$ cat config.mk
export PLATFORM = sky130hd
export DESIGN_NAME = dual_timer_counter
export DESIGN_NICKNAME = d
export VERILOG_FILES = /design/src/logic/dual_timer_pkg.sv /design/src/logic/dual_timer_counter.sv /design/src/logic/timer_channel.sv /design/src/logic/tin_sync.sv
export SDC_FILE = /design/constraint.sdc
export NUM_CORES = 1
export LEC_CHECK = 0
export BUFFER_PORTS_ARGS = -buffer_cell sky130_fd_sc_hd__buf_2
export CAP_MARGIN = 20
export CORE_ASPECT_RATIO = 0.6
export CORE_MARGIN = 4
export CORE_UTILIZATION = 55
export CTS_BUF_LIST = sky130_fd_sc_hd__clkbuf_16
export CTS_CLUSTER_DIAMETER = 100
export DETAILED_ROUTE_END_ITERATION = 8
export PLACE_DENSITY_LB_ADDON = 0.08
export SETUP_SLACK_MARGIN = 0.1
export SYNTH_ARGS = -nofsm -noshare
export SYNTH_HDL_FRONTEND = slang
export SYNTH_SLANG_ARGS = --single-unit
$ cat constraint.sdc
create_clock -name ref_clk -period 2.3 [get_ports ref_clk]
set_input_delay 0.23 -clock ref_clk [delete_from_list [all_inputs] [get_ports ref_clk]]
set_output_delay 0.23 -clock ref_clk [all_outputs]
set_load 0.02 [all_outputs]
$ cat src/logic/dual_timer_pkg.sv
package dual_timer_pkg;

   // ***********************************************
   // Bus geometry and register indices (byte = idx*4)
   // ***********************************************
   localparam int         ADDR_W         = 12;
   localparam logic [7:0] IDX_PORT3      = 8'h03;
   localparam logic [7:0] IDX_MODE       = 8'hF1;
   localparam logic [7:0] IDX_SECOND_CNT = 8'hF2;
   localparam logic [7:0] IDX_SECOND_PRE = 8'hF3;
   localparam logic [7:0] IDX_FIRST_CNT  = 8'hF4;
   localparam logic [7:0] IDX_FIRST_PRE  = 8'hF5;
   localparam logic [1:0] RESP_OKAY      = 2'h0;
   localparam logic [1:0] RESP_SLVERR    = 2'h2;

   // ***********************************************
   // Field positions and reset values
   // ***********************************************
   localparam int         MODE_FIRST_LOAD  = 0;
   localparam int         MODE_FIRST_EN    = 1;
   localparam int         MODE_SECOND_LOAD = 2;
   localparam int         MODE_SECOND_EN   = 3;
   localparam int         MODE_TIN_LO      = 4;
   localparam int         MODE_TIMER_OUTPUT_PIN_LO     = 6;
   localparam int         PRE_CONT         = 0;
   localparam int         PRE_INTCLK       = 1;
   localparam int         PRE_VAL_LO       = 2;
   localparam int         PORT3_TIMER_OUTPUT_PIN_BIT   = 6;
   localparam logic [7:0] MODE_RST         = 8'hC0;
   localparam logic [7:0] PRE_RST          = 8'h00;
   localparam logic [7:0] CNT_RST          = 8'h00;
   localparam logic [7:0] PORT3_RST        = 8'hFF;
   localparam logic [1:0] DIV_LAST         = 2'h3;

   // ***********************************************
   // Encodings
   // ***********************************************
   typedef enum logic [1:0] {TIN_EXT_CLK, TIN_GATE, TIN_ONESHOT, TIN_RETRIG} tin_mode_e;
   typedef enum logic [1:0] {TIMER_OUTPUT_PIN_FIRST, TIMER_OUTPUT_PIN_SECOND, TIMER_OUTPUT_PIN_CLOCK, TIMER_OUTPUT_PIN_OFF} timer_output_pin_sel_e;

   // ***********************************************
   // Carriers and state records
   // ***********************************************
   typedef struct packed {
      logic [5:0] preValue;
      logic [7:0] cntValue;
      logic       continuous;
   } chan_cfg_s;

   typedef struct packed {
      logic [5:0] pre;
      logic [7:0] cnt;
      logic       eoc;
   } chan_state_s;

   typedef struct packed {
      logic meta;
      logic level;
      logic prev;
   } sync_state_s;

   typedef struct packed {
      logic              awready;
      logic              wready;
      logic              arready;
      logic              bvalid;
      logic              rvalid;
      logic [1:0]        bresp;
      logic [1:0]        rresp;
      logic [31:0]       rdata;
      logic              awHave;
      logic              wHave;
      logic [ADDR_W-1:0] awAddr;
      logic [7:0]        wData;
      logic              wLane;
      logic [7:0]        mode;
      logic [7:0]        firstCnt;
      logic [7:0]        secondCnt;
      logic [7:0]        firstPre;
      logic [7:0]        secondPre;
      logic [7:0]        portData;
      logic              firstLoad;
      logic              secondLoad;
      logic [1:0]        div;
      logic              clkHalf;
      logic              toutFirst;
      logic              toutSecond;
      logic [7:0]        port3Out;
      logic              started;
      logic              edgeReq;
      logic              firstDone;
      logic              secondDone;
   } top_state_s;

endpackage : dual_timer_pkg

$ cat src/logic/dual_timer_counter.sv
// How it works
// - Two 8-bit counters, each behind a 6-bit prescaler fed at clock/4, except the second in external clock mode.
// - Single-pass halts at end-of-count; continuous reloads and keeps counting.
// - Load values writable while running; load bit applies at once, else at end.
// - Prescaler registers are write-only; reads return zero.
// - Prescale 1-64, count 1-256; a zero load means the maximum.
// - Internal interval is four clocks times prescale times count.
// - External clock bypasses the divider; end after prescale times count events.
// - Port 3 bit 6 can output either counter toggle or internal clock.
// - Selected counter's load bit forces the pin high; each end toggles it.
// - Internal clock selection drives the clock out on the pin.
// - Port writes reach the timer pin only when its output is switched off; reads return its level.
// - Port 3 bit 1 feeds second counter: clock, gate, one-shot, retrigger.
// - Trigger modes start counting two to three clocks after falling edge.
// - Every input falling edge raises the input-edge request, always.
// - External clock mode counts falling edges; request on the nth.
// - Gate mode prescales internal clock only while the input is high.
// - One-shot mode loads on first edge after enable; later edges ignored.
// - Trigger single-pass end clears enable; edges ignored until re-enabled.
// - Trigger continuous end keeps enable, reloads, and requests every end.
// - Retrigger mode reloads on every edge; ends only after full quiet interval.
// - Mode load and enable bits start second counter; prescale bits pick mode.
//
// Chosen here: the AXI4-Lite register port.
module dual_timer_counter
   import dual_timer_pkg::*;
(
   input  wire logic              ref_clk,
   input  wire logic              rst,
   input  wire logic [ADDR_W-1:0] awaddr,
   input  wire logic              awvalid,
   output logic                   awready,
   input  wire logic [31:0]       wdata,
   input  wire logic [3:0]        wstrb,
   input  wire logic              wvalid,
   output logic                   wready,
   output logic [1:0]             bresp,
   output logic                   bvalid,
   input  wire logic              bready,
   input  wire logic [ADDR_W-1:0] araddr,
   input  wire logic              arvalid,
   output logic                   arready,
   output logic [31:0]            rdata,
   output logic [1:0]             rresp,
   output logic                   rvalid,
   input  wire logic              rready,
   input  wire logic              timerInputPin,
   output logic [7:0]             port3Out,
   output logic                   inputEdgeRequest,
   output logic                   firstCounterDoneRequest,
   output logic                   secondCounterDoneRequest
);

   // ***********************************************
   // Declarations
   // ***********************************************
   top_state_s st;
   top_state_s next_st;
   chan_cfg_s  firstCfg;
   chan_cfg_s  secondCfg;
   logic [7:0] firstCount;
   logic [7:0] secondCount;
   logic       firstEoc;
   logic       secondEoc;
   logic       tinLevel;
   logic       tinFall;
   logic       prescTick;
   logic       extSrc;
   tin_mode_e  tinMode;
   timer_output_pin_sel_e  toutSel;
   logic       trigMode;
   logic       trigLoad;
   logic       secondLoadNow;
   logic       firstRun;
   logic       secondRun;
   logic       secondTick;

   // ***********************************************
   // Address decode helpers
   // ***********************************************
   // Aligned, within 256 words
   function automatic logic addrOk(input logic [ADDR_W-1:0] a);
      addrOk = (a[1:0] == 2'h0) && (a[ADDR_W-1:10] == '0);
   endfunction : addrOk

   // Read view; bit 8 flags unknown index
   function automatic logic [8:0] readReg(input logic [7:0] idx,
                                          input top_state_s s,
                                          input logic [7:0] c0,
                                          input logic [7:0] c1);
      logic [8:0] r;
      r = {1'b0, 8'h00};
      if (idx == IDX_MODE)
         r = {1'b0, s.mode};
      else if (idx == IDX_FIRST_CNT)
         r = {1'b0, c0};
      else if (idx == IDX_SECOND_CNT)
         r = {1'b0, c1};
      else if (idx == IDX_FIRST_PRE || idx == IDX_SECOND_PRE)
         r = {1'b0, 8'h00};
      else if (idx == IDX_PORT3)
         r = {1'b0, s.port3Out};
      else
         r = {1'b1, 8'h00};
      readReg = r;
   endfunction : readReg

   // ***********************************************
   // Input pin and counter channels
   // ***********************************************
   tin_sync u_tin_sync (
      .ref_clk (ref_clk),
      .rst     (rst),
      .pin     (timerInputPin),
      .level   (tinLevel),
      .fall    (tinFall)
   );

   // Divisor in bits 7:2, mode in 1:0
   assign firstCfg  = '{preValue:   st.firstPre[7:PRE_VAL_LO],
                        cntValue:   st.firstCnt,
                        continuous: st.firstPre[PRE_CONT]};
   assign secondCfg = '{preValue:   st.secondPre[7:PRE_VAL_LO],
                        cntValue:   st.secondCnt,
                        continuous: st.secondPre[PRE_CONT]};

   timer_channel u_first (
      .ref_clk (ref_clk),
      .rst     (rst),
      .tick    (prescTick),
      .load    (st.firstLoad),
      .run     (firstRun),
      .cfg     (firstCfg),
      .count   (firstCount),
      .eoc     (firstEoc)
   );

   timer_channel u_second (
      .ref_clk (ref_clk),
      .rst     (rst),
      .tick    (secondTick),
      .load    (secondLoadNow),
      .run     (secondRun),
      .cfg     (secondCfg),
      .count   (secondCount),
      .eoc     (secondEoc)
   );

   // ***********************************************
   // Source selection for the second counter
   // ***********************************************
   // Prescaler ticks once every four clocks
   assign prescTick = (st.div == DIV_LAST);
   assign extSrc    = ~st.secondPre[PRE_INTCLK];
   assign tinMode   = tin_mode_e'(st.mode[MODE_TIN_LO +: 2]);
   assign toutSel   = timer_output_pin_sel_e'(st.mode[MODE_TIMER_OUTPUT_PIN_LO +: 2]);
   assign firstRun  = st.mode[MODE_FIRST_EN];
   assign trigMode  = extSrc && (tinMode == TIN_ONESHOT || tinMode == TIN_RETRIG);

   // One-shot arms once; retrigger reloads each edge
   assign trigLoad = trigMode && st.mode[MODE_SECOND_EN] && tinFall
                     && (tinMode == TIN_RETRIG || !st.started);
   assign secondLoadNow = st.secondLoad | trigLoad;

   // Gate holds the prescaler; trigger modes wait for the arming edge
   always_comb
   begin
      secondRun  = 1'b0;
      secondTick = prescTick;
      if (st.mode[MODE_SECOND_EN])
      begin
         if (!extSrc)
            secondRun = 1'b1;
         else
         begin
            case (tinMode)
               TIN_EXT_CLK:
               begin
                  secondRun  = 1'b1;
                  secondTick = tinFall;
               end
               TIN_GATE:    secondRun = tinLevel;
               TIN_ONESHOT: secondRun = st.started;
               TIN_RETRIG:  secondRun = st.started;
               default:     secondRun = 1'b0;
            endcase
         end
      end
   end

   // ***********************************************
   // Next state: bus, registers, events, pin
   // ***********************************************
   always_comb
   begin
      logic       pinNext;
      logic [8:0] rd;
      logic [7:0] idx;
      pinNext = 1'b0;
      rd      = 9'h000;
      idx     = st.awAddr[9:2];
      next_st = st;

      // Pulses last one cycle
      next_st.firstLoad  = 1'b0;
      next_st.secondLoad = 1'b0;
      next_st.edgeReq    = tinFall;
      next_st.firstDone  = firstEoc;
      next_st.secondDone = secondEoc;
      next_st.div        = st.div + 2'h1;
      next_st.clkHalf    = ~st.clkHalf;

      // Arming cleared while second counter disabled
      if (!st.mode[MODE_SECOND_EN])
         next_st.started = 1'b0;
      else if (trigLoad)
         next_st.started = 1'b1;

      // End-of-count; a same-cycle write overrides below
      if (firstEoc)
      begin
         next_st.toutFirst = ~st.toutFirst;
         if (!st.firstPre[PRE_CONT])
            next_st.mode[MODE_FIRST_EN] = 1'b0;
      end
      if (secondEoc)
      begin
         next_st.toutSecond = ~st.toutSecond;
         if (!st.secondPre[PRE_CONT])
            next_st.mode[MODE_SECOND_EN] = 1'b0;
      end

      // Write address and data taken independently
      if (awvalid && st.awready)
      begin
         next_st.awHave = 1'b1;
         next_st.awAddr = awaddr;
      end
      if (wvalid && st.wready)
      begin
         next_st.wHave = 1'b1;
         next_st.wData = wdata[7:0];
         next_st.wLane = wstrb[0];
      end

      // Commit with both halves held, no response pending
      if (st.awHave && st.wHave && !st.bvalid)
      begin
         next_st.awHave = 1'b0;
         next_st.wHave  = 1'b0;
         next_st.bvalid = 1'b1;
         next_st.bresp  = RESP_OKAY;
         if (!addrOk(st.awAddr))
            next_st.bresp = RESP_SLVERR;
         else if (!st.wLane)
            next_st.bresp = RESP_OKAY;
         else if (idx == IDX_MODE)
         begin
            // Load bits are strobes, read back zero
            next_st.mode = st.wData & ~8'h05;
            next_st.firstLoad  = st.wData[MODE_FIRST_LOAD];
            next_st.secondLoad = st.wData[MODE_SECOND_LOAD];
            if (st.wData[MODE_FIRST_LOAD])
               next_st.toutFirst = 1'b1;
            if (st.wData[MODE_SECOND_LOAD])
               next_st.toutSecond = 1'b1;
         end
         else if (idx == IDX_FIRST_CNT)
            next_st.firstCnt = st.wData;
         else if (idx == IDX_SECOND_CNT)
            next_st.secondCnt = st.wData;
         else if (idx == IDX_FIRST_PRE)
            next_st.firstPre = st.wData;
         else if (idx == IDX_SECOND_PRE)
            next_st.secondPre = st.wData;
         else if (idx == IDX_PORT3)
            next_st.portData = st.wData;
         else
            next_st.bresp = RESP_SLVERR;
      end
      if (st.bvalid && bready)
         next_st.bvalid = 1'b0;
      next_st.awready = !next_st.awHave && !next_st.bvalid;
      next_st.wready  = !next_st.wHave && !next_st.bvalid;

      // Reads answer one cycle after the address is taken
      if (arvalid && st.arready)
      begin
         rd             = readReg(araddr[9:2], st, firstCount, secondCount);
         next_st.rvalid = 1'b1;
         next_st.rdata  = {24'h000000, rd[7:0]};
         next_st.rresp  = (rd[8] || !addrOk(araddr)) ? RESP_SLVERR : RESP_OKAY;
         if (!addrOk(araddr))
            next_st.rdata = 32'h00000000;
      end
      else if (st.rvalid && rready)
         next_st.rvalid = 1'b0;
      next_st.arready = !next_st.rvalid;

      // Timer output owns bit 6 unless switched off
      case (timer_output_pin_sel_e'(next_st.mode[MODE_TIMER_OUTPUT_PIN_LO +: 2]))
         TIMER_OUTPUT_PIN_FIRST:  pinNext = next_st.toutFirst;
         TIMER_OUTPUT_PIN_SECOND: pinNext = next_st.toutSecond;
         TIMER_OUTPUT_PIN_CLOCK:  pinNext = next_st.clkHalf;
         default:     pinNext = next_st.portData[PORT3_TIMER_OUTPUT_PIN_BIT];
      endcase
      next_st.port3Out = next_st.portData;
      next_st.port3Out[PORT3_TIMER_OUTPUT_PIN_BIT] = pinNext;
   end

   // ***********************************************
   // State register
   // ***********************************************
   always_ff @(posedge ref_clk)
   begin
      if (rst)
      begin
         st           <= '0;
         st.mode      <= MODE_RST;
         st.firstCnt  <= CNT_RST;
         st.secondCnt <= CNT_RST;
         st.firstPre  <= PRE_RST;
         st.secondPre <= PRE_RST;
         st.portData  <= PORT3_RST;
         st.port3Out  <= PORT3_RST;
         st.toutFirst  <= 1'b1;
         st.toutSecond <= 1'b1;
      end
      else
         st <= next_st;
   end

   // ***********************************************
   // Outputs straight from the state register
   // ***********************************************
   assign awready                  = st.awready;
   assign wready                   = st.wready;
   assign bvalid                   = st.bvalid;
   assign bresp                    = st.bresp;
   assign arready                  = st.arready;
   assign rvalid                   = st.rvalid;
   assign rdata                    = st.rdata;
   assign rresp                    = st.rresp;
   assign port3Out                 = st.port3Out;
   assign inputEdgeRequest         = st.edgeReq;
   assign firstCounterDoneRequest  = st.firstDone;
   assign secondCounterDoneRequest = st.secondDone;

endmodule : dual_timer_counter

$ cat src/logic/timer_channel.sv
module timer_channel
   import dual_timer_pkg::*;
(
   input  wire logic       ref_clk,
   input  wire logic       rst,
   input  wire logic       tick,
   input  wire logic       load,
   input  wire logic       run,
   input  wire chan_cfg_s  cfg,
   output logic [7:0]      count,
   output logic            eoc
);

   chan_state_s st;
   chan_state_s next_st;

   // Zero wraps to the top of the field, giving 64 and 256
   always_comb
   begin
      next_st     = st;
      next_st.eoc = 1'b0;
      if (load)
      begin
         next_st.pre = cfg.preValue;
         next_st.cnt = cfg.cntValue;
      end
      else if (run && tick)
      begin
         if (st.pre == 6'h01)
         begin
            next_st.pre = cfg.preValue;
            if (st.cnt == 8'h01)
            begin
               next_st.eoc = 1'b1;
               next_st.cnt = cfg.cntValue;
            end
            else
               next_st.cnt = st.cnt - 8'h01;
         end
         else
            next_st.pre = st.pre - 6'h01;
      end
   end

   always_ff @(posedge ref_clk)
   begin
      if (rst)
         st <= '{pre: 6'h00, cnt: 8'h00, eoc: 1'b0};
      else
         st <= next_st;
   end

   assign count = st.cnt;
   assign eoc   = st.eoc;

endmodule : timer_channel

$ cat src/logic/tin_sync.sv
module tin_sync
   import dual_timer_pkg::*;
(
   input  wire logic ref_clk,
   input  wire logic rst,
   input  wire logic pin,
   output logic      level,
   output logic      fall
);

   sync_state_s st;
   sync_state_s next_st;

   // Two stages before use; edge detector sees only the second and third
   always_comb
   begin
      next_st.meta  = pin;
      next_st.level = st.meta;
      next_st.prev  = st.level;
   end

   always_ff @(posedge ref_clk)
   begin
      if (rst)
         st <= '{meta: 1'b1, level: 1'b1, prev: 1'b1};
      else
         st <= next_st;
   end

   assign level = st.level;
   assign fall  = st.prev & ~st.level;

endmodule : tin_sync
==> flow_metrics.py, run 1 <==
metrics = {
    "setup_path": {
        "start_kind": "register",
        "slowest_delay_ps": 550,
        "critPathKind": "reg2reg",
        "worstSetupStartpoint": "st[28]",
        "crit_chain": "or4b_4 > a21oi_4 > o21ai_4 > buf_12 > o31a_1 > a221oi_1",
        "slowest_stage": "or4b_4",
        "endpoint_kind": "register",
        "cp.depth": 6,
        "crit_fanout": 15,
        "reg2reg_depth": 6,
        "r2r_start": "st[28]",
        "critPathBufInv": 1,
        "cp_data_required_time_ps": 2610,
        "cp_top_family": "compound AO/OA/AOI/OAI gates",
        "cp.arrival_ps": 2430,
    },
    "drt": {
        "avgRoutedWirePerCell_um": 17.5,
        "dr.pass1.iters": 4,
        "drc_errors": 0,
        "via_per_inst": 5.78,
        "drt_iter0_drc": 444,
        "postRouteAntennaNets": 0,
        "totalWireLength_um": 16300,
        "via_count": 5402,
    },
    "floorplanning": {
        "rows": 29,
        "fp.dieW_um": 145,
        "chipHeight_um": 90.2,
        "core_um2": 10800,
        "initial_utilization_pct": 57.5,
        "ios": 120,
        "dieArea_um2": 13100,
    },
    "layout": {
        "drive_gt1_share_pct": 17.2,
        "layout_common_cells": "dfxtp_1, nand2_1, nor2_1, buf_2, a21oi_1",
        "diodes": 0,
        "synthToLayoutAreaGrowth_pct": 14.5,
        "layout.cells.non_filler": 934,
        "layout_commonest_cell": "dfxtp_1",
        "final_nets": 860,
    },
    "logic_synthesis": {
        "synth_cell_type_count": 72,
        "ys_seq_elements": 128,
        "syn-cell-area_um2": 6200,
        "synth_top_cell_by_area": "dfxtp_1",
        "seq_area_frac_synth_pct": 41.3,
        "async_flop_share_pct": 0,
        "syn_avg_cell_area_um2": 8.50,
        "synth.yosys.warnings": 0,
        "synth_top_area_share_pct": 41.3,
        "synth_flop_cell": "dfxtp_1",
        "synthCells": 729,
        "ys_top_cells_by_area": "dfxtp_1, mux2i_1, nand2_1, buf_4, nor2_1",
        "synth_edf_count": 0,
    },
    "cts": {
        "cts_made_buffers": 17,
        "worstSkewPairLatency_ps": 420,
        "clk_pin_slew_ps": 60,
        "htreeDepth": 4,
        "clock_sinks": 128,
        "cts_max_path_buffers": 2,
        "cts_tree": "built",
        "cts_root_buffer": "clkbuf_16",
    },
    "placed_design": {
        "dp_slack_ps": 194,
        "dp_hpwl_um": 11200,
        "portBuffers": 66,
        "dp_cells": 900,
        "finalWeightedCongestion": 0.902,
    },
    "sta": {
        "hold_violations": 0,
        "max-slew-margin-rel_pct": 55.1,
        "layout_setup_ws_ps": 181,
        "slew_viol_final": 0,
        "setup_viol": 0,
        "fin_crit_sh_pct": 92.1,
        "rsz0062_at_grt": "false",
        "setup-tns-final_ps": 0,
        "period_needed_ps": 2120,
        "fmax_mhz": 472,
        "clock_skew_ps": 6.98,
        "holdWs_ps": 47.5,
        "tightest_slew_ps": 672,
    },
    "power_and_ir_drop": {
        "p_per_area_nw_per_um2": 717,
        "max-vdd-ir-drop_mv": 0.533,
        "p_total_mw": 5.09,
        "p_leak_nw": 2.82,
    },
    "worst_hold_path": {
        "hp-class": "in2reg",
        "holdPathStages": 3,
        "hold_start": "awaddr[9]",
    },
    "grt": {
        "overflow": 0,
        "use_met1_pct": 35.3,
        "grtUsageMet2_pct": 36.5,
        "grt_pass1_wl_um": 26300,
        "grt_pass1_vias": 5128,
        "use_met3_pct": 7.44,
        "antenna_found_initial": 0,
        "grt_max_degree": 70,
        "top_usage_layer": "met2",
        "globalRouteTotalUtil_pct": 24.6,
    },
    "job": {
        "maxCapViolCount": 0,
    },
    "outcome": {
        "status": "finished clean",
    },
}
## power breakdown
part           switching, mW  internal [mW]  total, mW  leakage (nW)
registers             0.0483           2.25       2.30          1.04
logic                  0.164         0.0794      0.244          1.52
clock network          0.978           1.56       2.54         0.266
total                   1.19           3.90       5.09          2.82
## synthesized netlist by cell type (all sizes together) (2+ instances only)
library cell	count
or4	5
nor2b	6
and3b	2
or2	3
o2111ai	3
nor3	20
or4b	2
inv	20
a211o	5
a31oi	8
a221oi	9
a211oi	9
dfxtp	128
nand4	7
mux2	2
a311oi	3
and3	5
buf	53
nor2	74
and2	6
ha	9
clkbuf	26
nand3	18
nand2	102
a222oi	2
a21oi	47
o221ai	5
o22ai	6
o31a	3
or3	2
and4	4
nor4	12
o21a	5
o21ai	30
nor3b	6
o311ai	3
nor4b	3
nand2b	8
xnor2	5
a2bb2oi	3
mux2i	43
## registers in the layout, indices dropped and copies added (netlist names), 6 cells and up
signal          count
st                 45
firstCfg           15
secondCfg          15
rdata               8
u_first.count       8
u_second.count      8
u_first.st          6
u_second.st         6
## path summary, 6_finish.rpt
kind,end,slack (ps)
max,u_second.count[7],180
max reg2reg,u_second.count[7],180
min,st[85],50
min reg2reg,u_tin_sync.level,410
## routing by layer
| metal | up-vias | wire [µm] |
|---|---|---|
| met5 | - | 0 |
| li1 | 2633 | - |
| met2 | 243 | 6890 |
| met1 | 2510 | 7940 |
| met3 | 16 | 1360 |
| met4 | 0 | 124 |
## cells by family after synthesis
logic type	Yosys count	synth area share [%]
and+or+nand+nor	287	23.0
adders and majority gates	9	1.82
DFF	128	41.3
muxes	45	7.37
AOI/OAI and AO/OA	153	16.5
xor gates and xnor gates	6	0.848
buffers and inverters	100	8.98
other	1	0.0605
## through the flow
step	util [%]	area, µm²
floorplan	-	6290
global placement	60.3	6490
detailed placement	60.3	6490
CTS	65.5	7060
global route	65.8	7100
finish	65.8	7100
## tightest hold or removal path, stage by stage
cell and delay, ps:
buf_2 90, nand2_1 40, a21oi_1 50
## timing repair
item                                    in CTS  in global routing
endpoints found under the setup margin       0                  4
hold buffers                                 1                  0
buffers inserted                             0                  2
endpoints found under the hold margin        1                  0
resized for setup                            0                  5
## cell type report
class | count | area (µm²)
fillers | 881 | 3680
multi-input cells | 526 | 3190
flip-flops and latches | 128 | 2560
repair buffers | 89 | 533
clock buffers | 17 | 425
well taps | 139 | 174
clock inverters | 14 | 128
inverters | 21 | 78.8
Power figures use the tool's default switching activity.
==> run 2: changes to the inputs <==
CORE_ASPECT_RATIO = 1.5   (was 0.6)
==> run 2 against run 1 <==
Compared with the run above:
- hold slack improved by 3.2 ps
- power up 0.44%
- register-to-register slack gained 30 ps
- wire length down 6.4%
- utilization decreased by 1.5 points
- die area shrank 0.15%
- sequential power about the same
- non-clock buffer count rose by 1
- first-iteration DRC count is 39% lower
==> flow_metrics.py, run 2 (synthesis results as in run 1) <==
metrics = {
    "outcome": {
        "status": "finished clean",
    },
    "setup_path": {
        "reg2reg_depth": 5,
        "cp.arrival_ps": 2420,
        "critPathKind": "reg2reg",
        "cp_data_required_time_ps": 2630,
        "start_kind": "register",
        "crit_fanout": 16,
        "endpoint_kind": "register",
    },
    "grt": {
        "use_met3_pct": 4.51,
        "top_usage_layer": "met2",
        "grt_pass1_wl_um": 24700,
        "grt_max_degree": 108,
        "globalRouteTotalUtil_pct": 23.5,
        "grtUsageMet2_pct": 41.9,
        "overflow": 0,
        "grt_pass1_vias": 5193,
        "use_met1_pct": 26.6,
        "antenna_found_initial": 0,
    },
    "power_and_ir_drop": {
        "p_per_area_nw_per_um2": 718,
        "max-vdd-ir-drop_mv": 0.476,
        "p_total_mw": 5.11,
        "p_leak_nw": 2.81,
    },
    "floorplanning": {
        "chipHeight_um": 138,
        "ios": 120,
        "core_um2": 11100,
        "initial_utilization_pct": 56.1,
        "rows": 47,
        "fp.dieW_um": 94.7,
        "dieArea_um2": 13100,
    },
    "worst_hold_path": {
        "holdPathStages": 3,
        "hp-class": "in2reg",
    },
    "drt": {
        "dr.pass1.iters": 5,
        "via_count": 5377,
        "postRouteAntennaNets": 0,
        "drt_iter0_drc": 270,
        "avgRoutedWirePerCell_um": 16.2,
        "via_per_inst": 5.70,
        "drc_errors": 0,
        "totalWireLength_um": 15300,
    },
    "layout": {
        "layout_common_cells": "dfxtp_1, nand2_1, nor2_1, buf_2, a21oi_1",
        "diodes": 0,
        "layout_commonest_cell": "dfxtp_1",
        "largest_register_ffs": 45,
        "regMostFlops": "st",
        "final_nets": 861,
        "synthToLayoutAreaGrowth_pct": 14.7,
        "utilization_pct": 64.3,
        "drive_gt1_share_pct": 17.6,
    },
    "sta": {
        "layout_setup_ws_ps": 215,
        "tightest_slew_ps": 674,
        "hold_violations": 0,
        "setup-tns-final_ps": 0,
        "slew_viol_final": 0,
        "max-slew-margin-rel_pct": 55.0,
        "rsz0062_at_grt": "false",
        "fin_crit_sh_pct": 90.7,
        "fmax_mhz": 480,
        "period_needed_ps": 2080,
        "clock_skew_ps": 7.62,
        "setup_viol": 0,
    },
    "cts": {
        "cts_root_buffer": "clkbuf_16",
        "clk_pin_slew_ps": 60,
        "htreeDepth": 4,
        "clock_sinks": 128,
        "cts_made_buffers": 17,
        "cts_tree": "built",
        "cts_max_path_buffers": 2,
        "worstSkewPairLatency_ps": 410,
    },
    "placed_design": {
        "finalWeightedCongestion": 0.886,
        "dp_hpwl_um": 10900,
        "portBuffers": 66,
        "dp_slack_ps": 124,
    },
    "job": {
        "maxCapViolCount": 0,
    },
}
-- run 2: changes by cell type in the layout (fill, tap and decap cells not counted), moves of 2 or more --
cell and change:
buf_4 +2, clkinv_1 -2, clkinv_2 +2, clkinvlp_4 +2, inv_1 -2
-- run 2: path summary, 6_finish.rpt --
path / startpoint / endpoint / slack [ps]
setup / recovery: st[28] / u_second.count[0] / 220
hold / removal: awaddr[10] / st[86] / 50
setup reg to reg: st[28] / u_second.count[0] / 220
hold reg to reg: u_tin_sync.next_st[1] / u_tin_sync.level / 410
-- run 2: repair_timing --
action                                  CTS  global route
hold buffers                              1             0
setup buffers                             0             2
endpoints found under the setup margin    0             8
endpoints found under the hold margin     1             0
resized for setup                         0             2
-- run 2: critical path, stage by stage (launching register included) --
cell	delay (ps)
dfxtp_1	360
or4b_4	540
a21oi_4	230
o21ai_4	170
or4_1	500
a41oi_1	200
-- run 2: metrics by stage --
step,instances,hold slack (ps),instance area [µm²]
2_1_floorplan,754,334,6290
3_3_place_gp,909,392,6500
3_5_place_dp,909,404,6500
4_1_cts,942,42.0,7080
5_1_grt,944,47.6,7110
6_report,944,50.6,7110
-- run 2: report_power, final --
group	switching, mW	internal [mW]	total, mW
clock	0.987	1.58	2.57
sequential	0.0431	2.25	2.30
combinational	0.163	0.0801	0.243
-- run 2: metal layers --
layer	part of all wire, %	routed length (µm)
met1	40	6110
met2	53	8160
met3	4.3	651
met4	2.2	342
met5	0	0
-- run 2: cell type report --
cell class | instances | area (µm²)
Tap cell | 147 | 184
Sequential cell | 128 | 2560
Multi-Input combinational cell | 526 | 3190
Fill cell | 983 | 3950
Timing Repair Buffer | 90 | 528
Clock buffer | 17 | 425
Inverter | 21 | 78.8
Clock inverter | 15 | 146
==> run 3: changes to the inputs <==
CORE_UTILIZATION = 56   (was 55)
SYNTH_HIERARCHICAL = 1   (was unset)
==> run 3 against run 2 <==
Compared with the run above:
- global-route usage rose by 0.92 points
- combinational power fell by 5%
- critical endpoint is now u_second/count[7]
- critical path type unchanged
- clock power rose by 7%
- sequential share of layout area fell by 0.72 points
- die area rose by 1.9%
- clock skew rose by 3.3 ps
- sequential power barely moved
- design area rose by 2.1%
==> flow_metrics.py, run 3 <==
metrics = {
    "outcome": {
        "status": "finished clean",
    },
    "setup_path": {
        "cp_data_required_time_ps": 2620,
        "crit_fanout": 6,
        "critPathBufInv": 0,
        "critPathKind": "reg2reg",
        "cp.arrival_ps": 2430,
        "slowest_delay_ps": 510,
        "cp_top_family": "simple AND/OR/NAND/NOR gates",
        "start_kind": "register",
        "crit_chain": "nor4b_4 > mux2_4 > and4bb_4 > nand2_4 > or4_1 > a311oi_1",
        "endpoint_kind": "register",
        "slowest_stage": "or4_1",
    },
    "placed_design": {
        "dp_hpwl_um": 11600,
        "finalWeightedCongestion": 0.887,
        "portBuffers": 66,
        "dp_cells": 923,
    },
    "power_and_ir_drop": {
        "p_per_area_nw_per_um2": 727,
        "max-vdd-ir-drop_mv": 0.635,
        "p_leak_nw": 2.65,
    },
    "drt": {
        "drt_iter0_drc": 324,
        "dr.pass1.iters": 5,
        "totalWireLength_um": 16200,
        "postRouteAntennaNets": 0,
        "via_count": 5496,
        "avgRoutedWirePerCell_um": 16.9,
        "drc_errors": 0,
        "via_per_inst": 5.74,
    },
    "layout": {
        "diodes": 0,
        "layout_common_cells": "dfxtp_1, nand2_1, a21oi_1, buf_2, nor2_1",
        "drive_gt1_share_pct": 17.6,
        "layout.cells.non_filler": 958,
        "regMostFlops": "st",
        "largest_register_ffs": 45,
        "synthToLayoutAreaGrowth_pct": 12.7,
        "final_nets": 875,
        "layout_commonest_cell": "dfxtp_1",
        "fillers": 993,
    },
    "sta": {
        "fin_crit_sh_pct": 92.0,
        "tightest_slew_ps": 616,
        "hold_violations": 0,
        "rsz0062_at_grt": "false",
        "fmax_mhz": 473,
        "setup-tns-final_ps": 0,
        "setup_viol": 0,
        "slew_viol_final": 0,
        "clock_skew_ps": 10.9,
        "period_needed_ps": 2120,
        "max-slew-margin-rel_pct": 58.9,
    },
    "cts": {
        "cts_max_path_buffers": 2,
        "cts_tree": "built",
        "cts_made_buffers": 17,
        "htreeDepth": 4,
        "clock_sinks": 128,
        "cts_root_buffer": "clkbuf_16",
        "clk_pin_slew_ps": 60,
        "worstSkewPairLatency_ps": 410,
    },
    "grt": {
        "globalRouteTotalUtil_pct": 24.4,
        "grt_max_degree": 56,
        "overflow": 0,
        "grt_pass1_wl_um": 25800,
        "grt_pass1_vias": 5281,
        "antenna_found_initial": 0,
    },
    "logic_synthesis": {
        "synth.yosys.warnings": 6,
        "seq_area_frac_synth_pct": 39.8,
        "synth_edf_count": 0,
        "synth_top_family_by_area": "simple AND/OR/NAND/NOR gates",
        "synthMuxAreaShare_pct": 3.44,
        "yosys.area_share.simple_pct": 23.3,
        "ys_top_cells_by_area": "dfxtp_1, buf_4, a21oi_1, nand2_1, nor2_1",
        "netlist_top_cells_count": "dfxtp_1, nand2_1, a21oi_1, nor2_1, buf_4",
        "synth_top_cell_by_area": "dfxtp_1",
        "synth_fa_ha_area_share_pct": 1.75,
        "synth_top_area_share_pct": 39.8,
        "synthCells": 761,
        "async_flop_share_pct": 0,
        "synthXorXnorAreaFrac_pct": 0.680,
        "synth_compound_area_share_pct": 20.6,
        "ys_seq_elements": 128,
        "synth_cell_type_count": 71,
        "synth.most_common_cell": "dfxtp_1",
        "syn-cell-area_um2": 6440,
        "synth_flop_cell": "dfxtp_1",
        "syn_avg_cell_area_um2": 8.46,
    },
    "floorplanning": {
        "rows": 47,
        "initial_utilization_pct": 57.6,
        "fp.dieW_um": 95.6,
        "chipHeight_um": 139,
        "ios": 120,
        "dieArea_um2": 13300,
        "core_um2": 11200,
    },
    "job": {
        "maxCapViolCount": 0,
    },
    "worst_hold_path": {
        "hp-class": "in2reg",
    },
}
run 3: worst paths after layout:
| path | from | to | slack [ps] | cells after the start |
|---|---|---|---|---|
| setup reg to reg | st[64] | u_second/count[7] | 180 | 6 |
| hold / removal | awaddr[7] | st[83] | 60 | 3 |
| setup / recovery | st[64] | u_second/count[7] | 180 | 6 |
| hold reg to reg | st[14] | st[14] | 420 | 1 |
run 3: layout make-up:
cell class	count	area (µm²)	area share [%]
timing repair buffer	85	490	6.75
clock inverter	15	186	2.57
multi-input combinational	543	3320	45.8
inverter	23	86.3	1.19
clock buffer	17	425	5.86
tap	147	184	2.53
sequential	128	2560	35.3
run 3: worst register-to-register path: stages, from the launching register on:
cell	delay (ps)
dfxtp_2	370
nor4b_4	300
mux2_4	230
and4bb_4	280
nand2_4	90
or4_1	520
a311oi_1	260
run 3: repair_timing:
| item | 4_1_cts | 5_1_grt |
|---|---|---|
| hold endpoints to repair | 1 | 0 |
| setup buffers | 1 | 1 |
| endpoints found under the setup margin | 1 | 9 |
| resized for setup | 0 | 7 |
| hold buffers | 1 | 0 |
| pin swaps | 0 | 1 |
run 3: cell families (layout without fill, tap and decap cells):
logic type,count (synthesis),after routing
other cells,1,26
xor+xnor,5,5
mux,22,22
flops,128,128
buf+inv,115,140
simple gates,276,276
fa+ha+maj,9,9
compound gates,205,205
run 3: per-stage QoR:
step	util (%)	hold slack (ps)	total power, mW	setup slack [ps]	cell area [µm²]
2_1_floorplan	-	327	2.53	282	6540
3_3_place_gp	59.1	393	2.57	148	6600
3_5_place_dp	59.1	410	2.58	114	6600
4_1_cts	64.7	46.3	5.32	103	7230
5_1_grt	65.0	51.5	5.47	108	7260
6_report	65.0	57.9	5.28	185	7260
run 3: routing by layer:
metal,GRT usage [%],part of all wire [%]
met1,28.8,40
met2,42.9,53
met3,5.29,3.8
met4,8.32,2.6
met5,0,0
run 3: where the power goes:
part / switching [mW] / internal (mW) / leakage [nW] / total, mW
clock network: 1.03 / 1.72 / 0.286 / 2.75
logic: 0.155 / 0.0773 / 1.33 / 0.232
registers: 0.0470 / 2.25 / 1.04 / 2.30
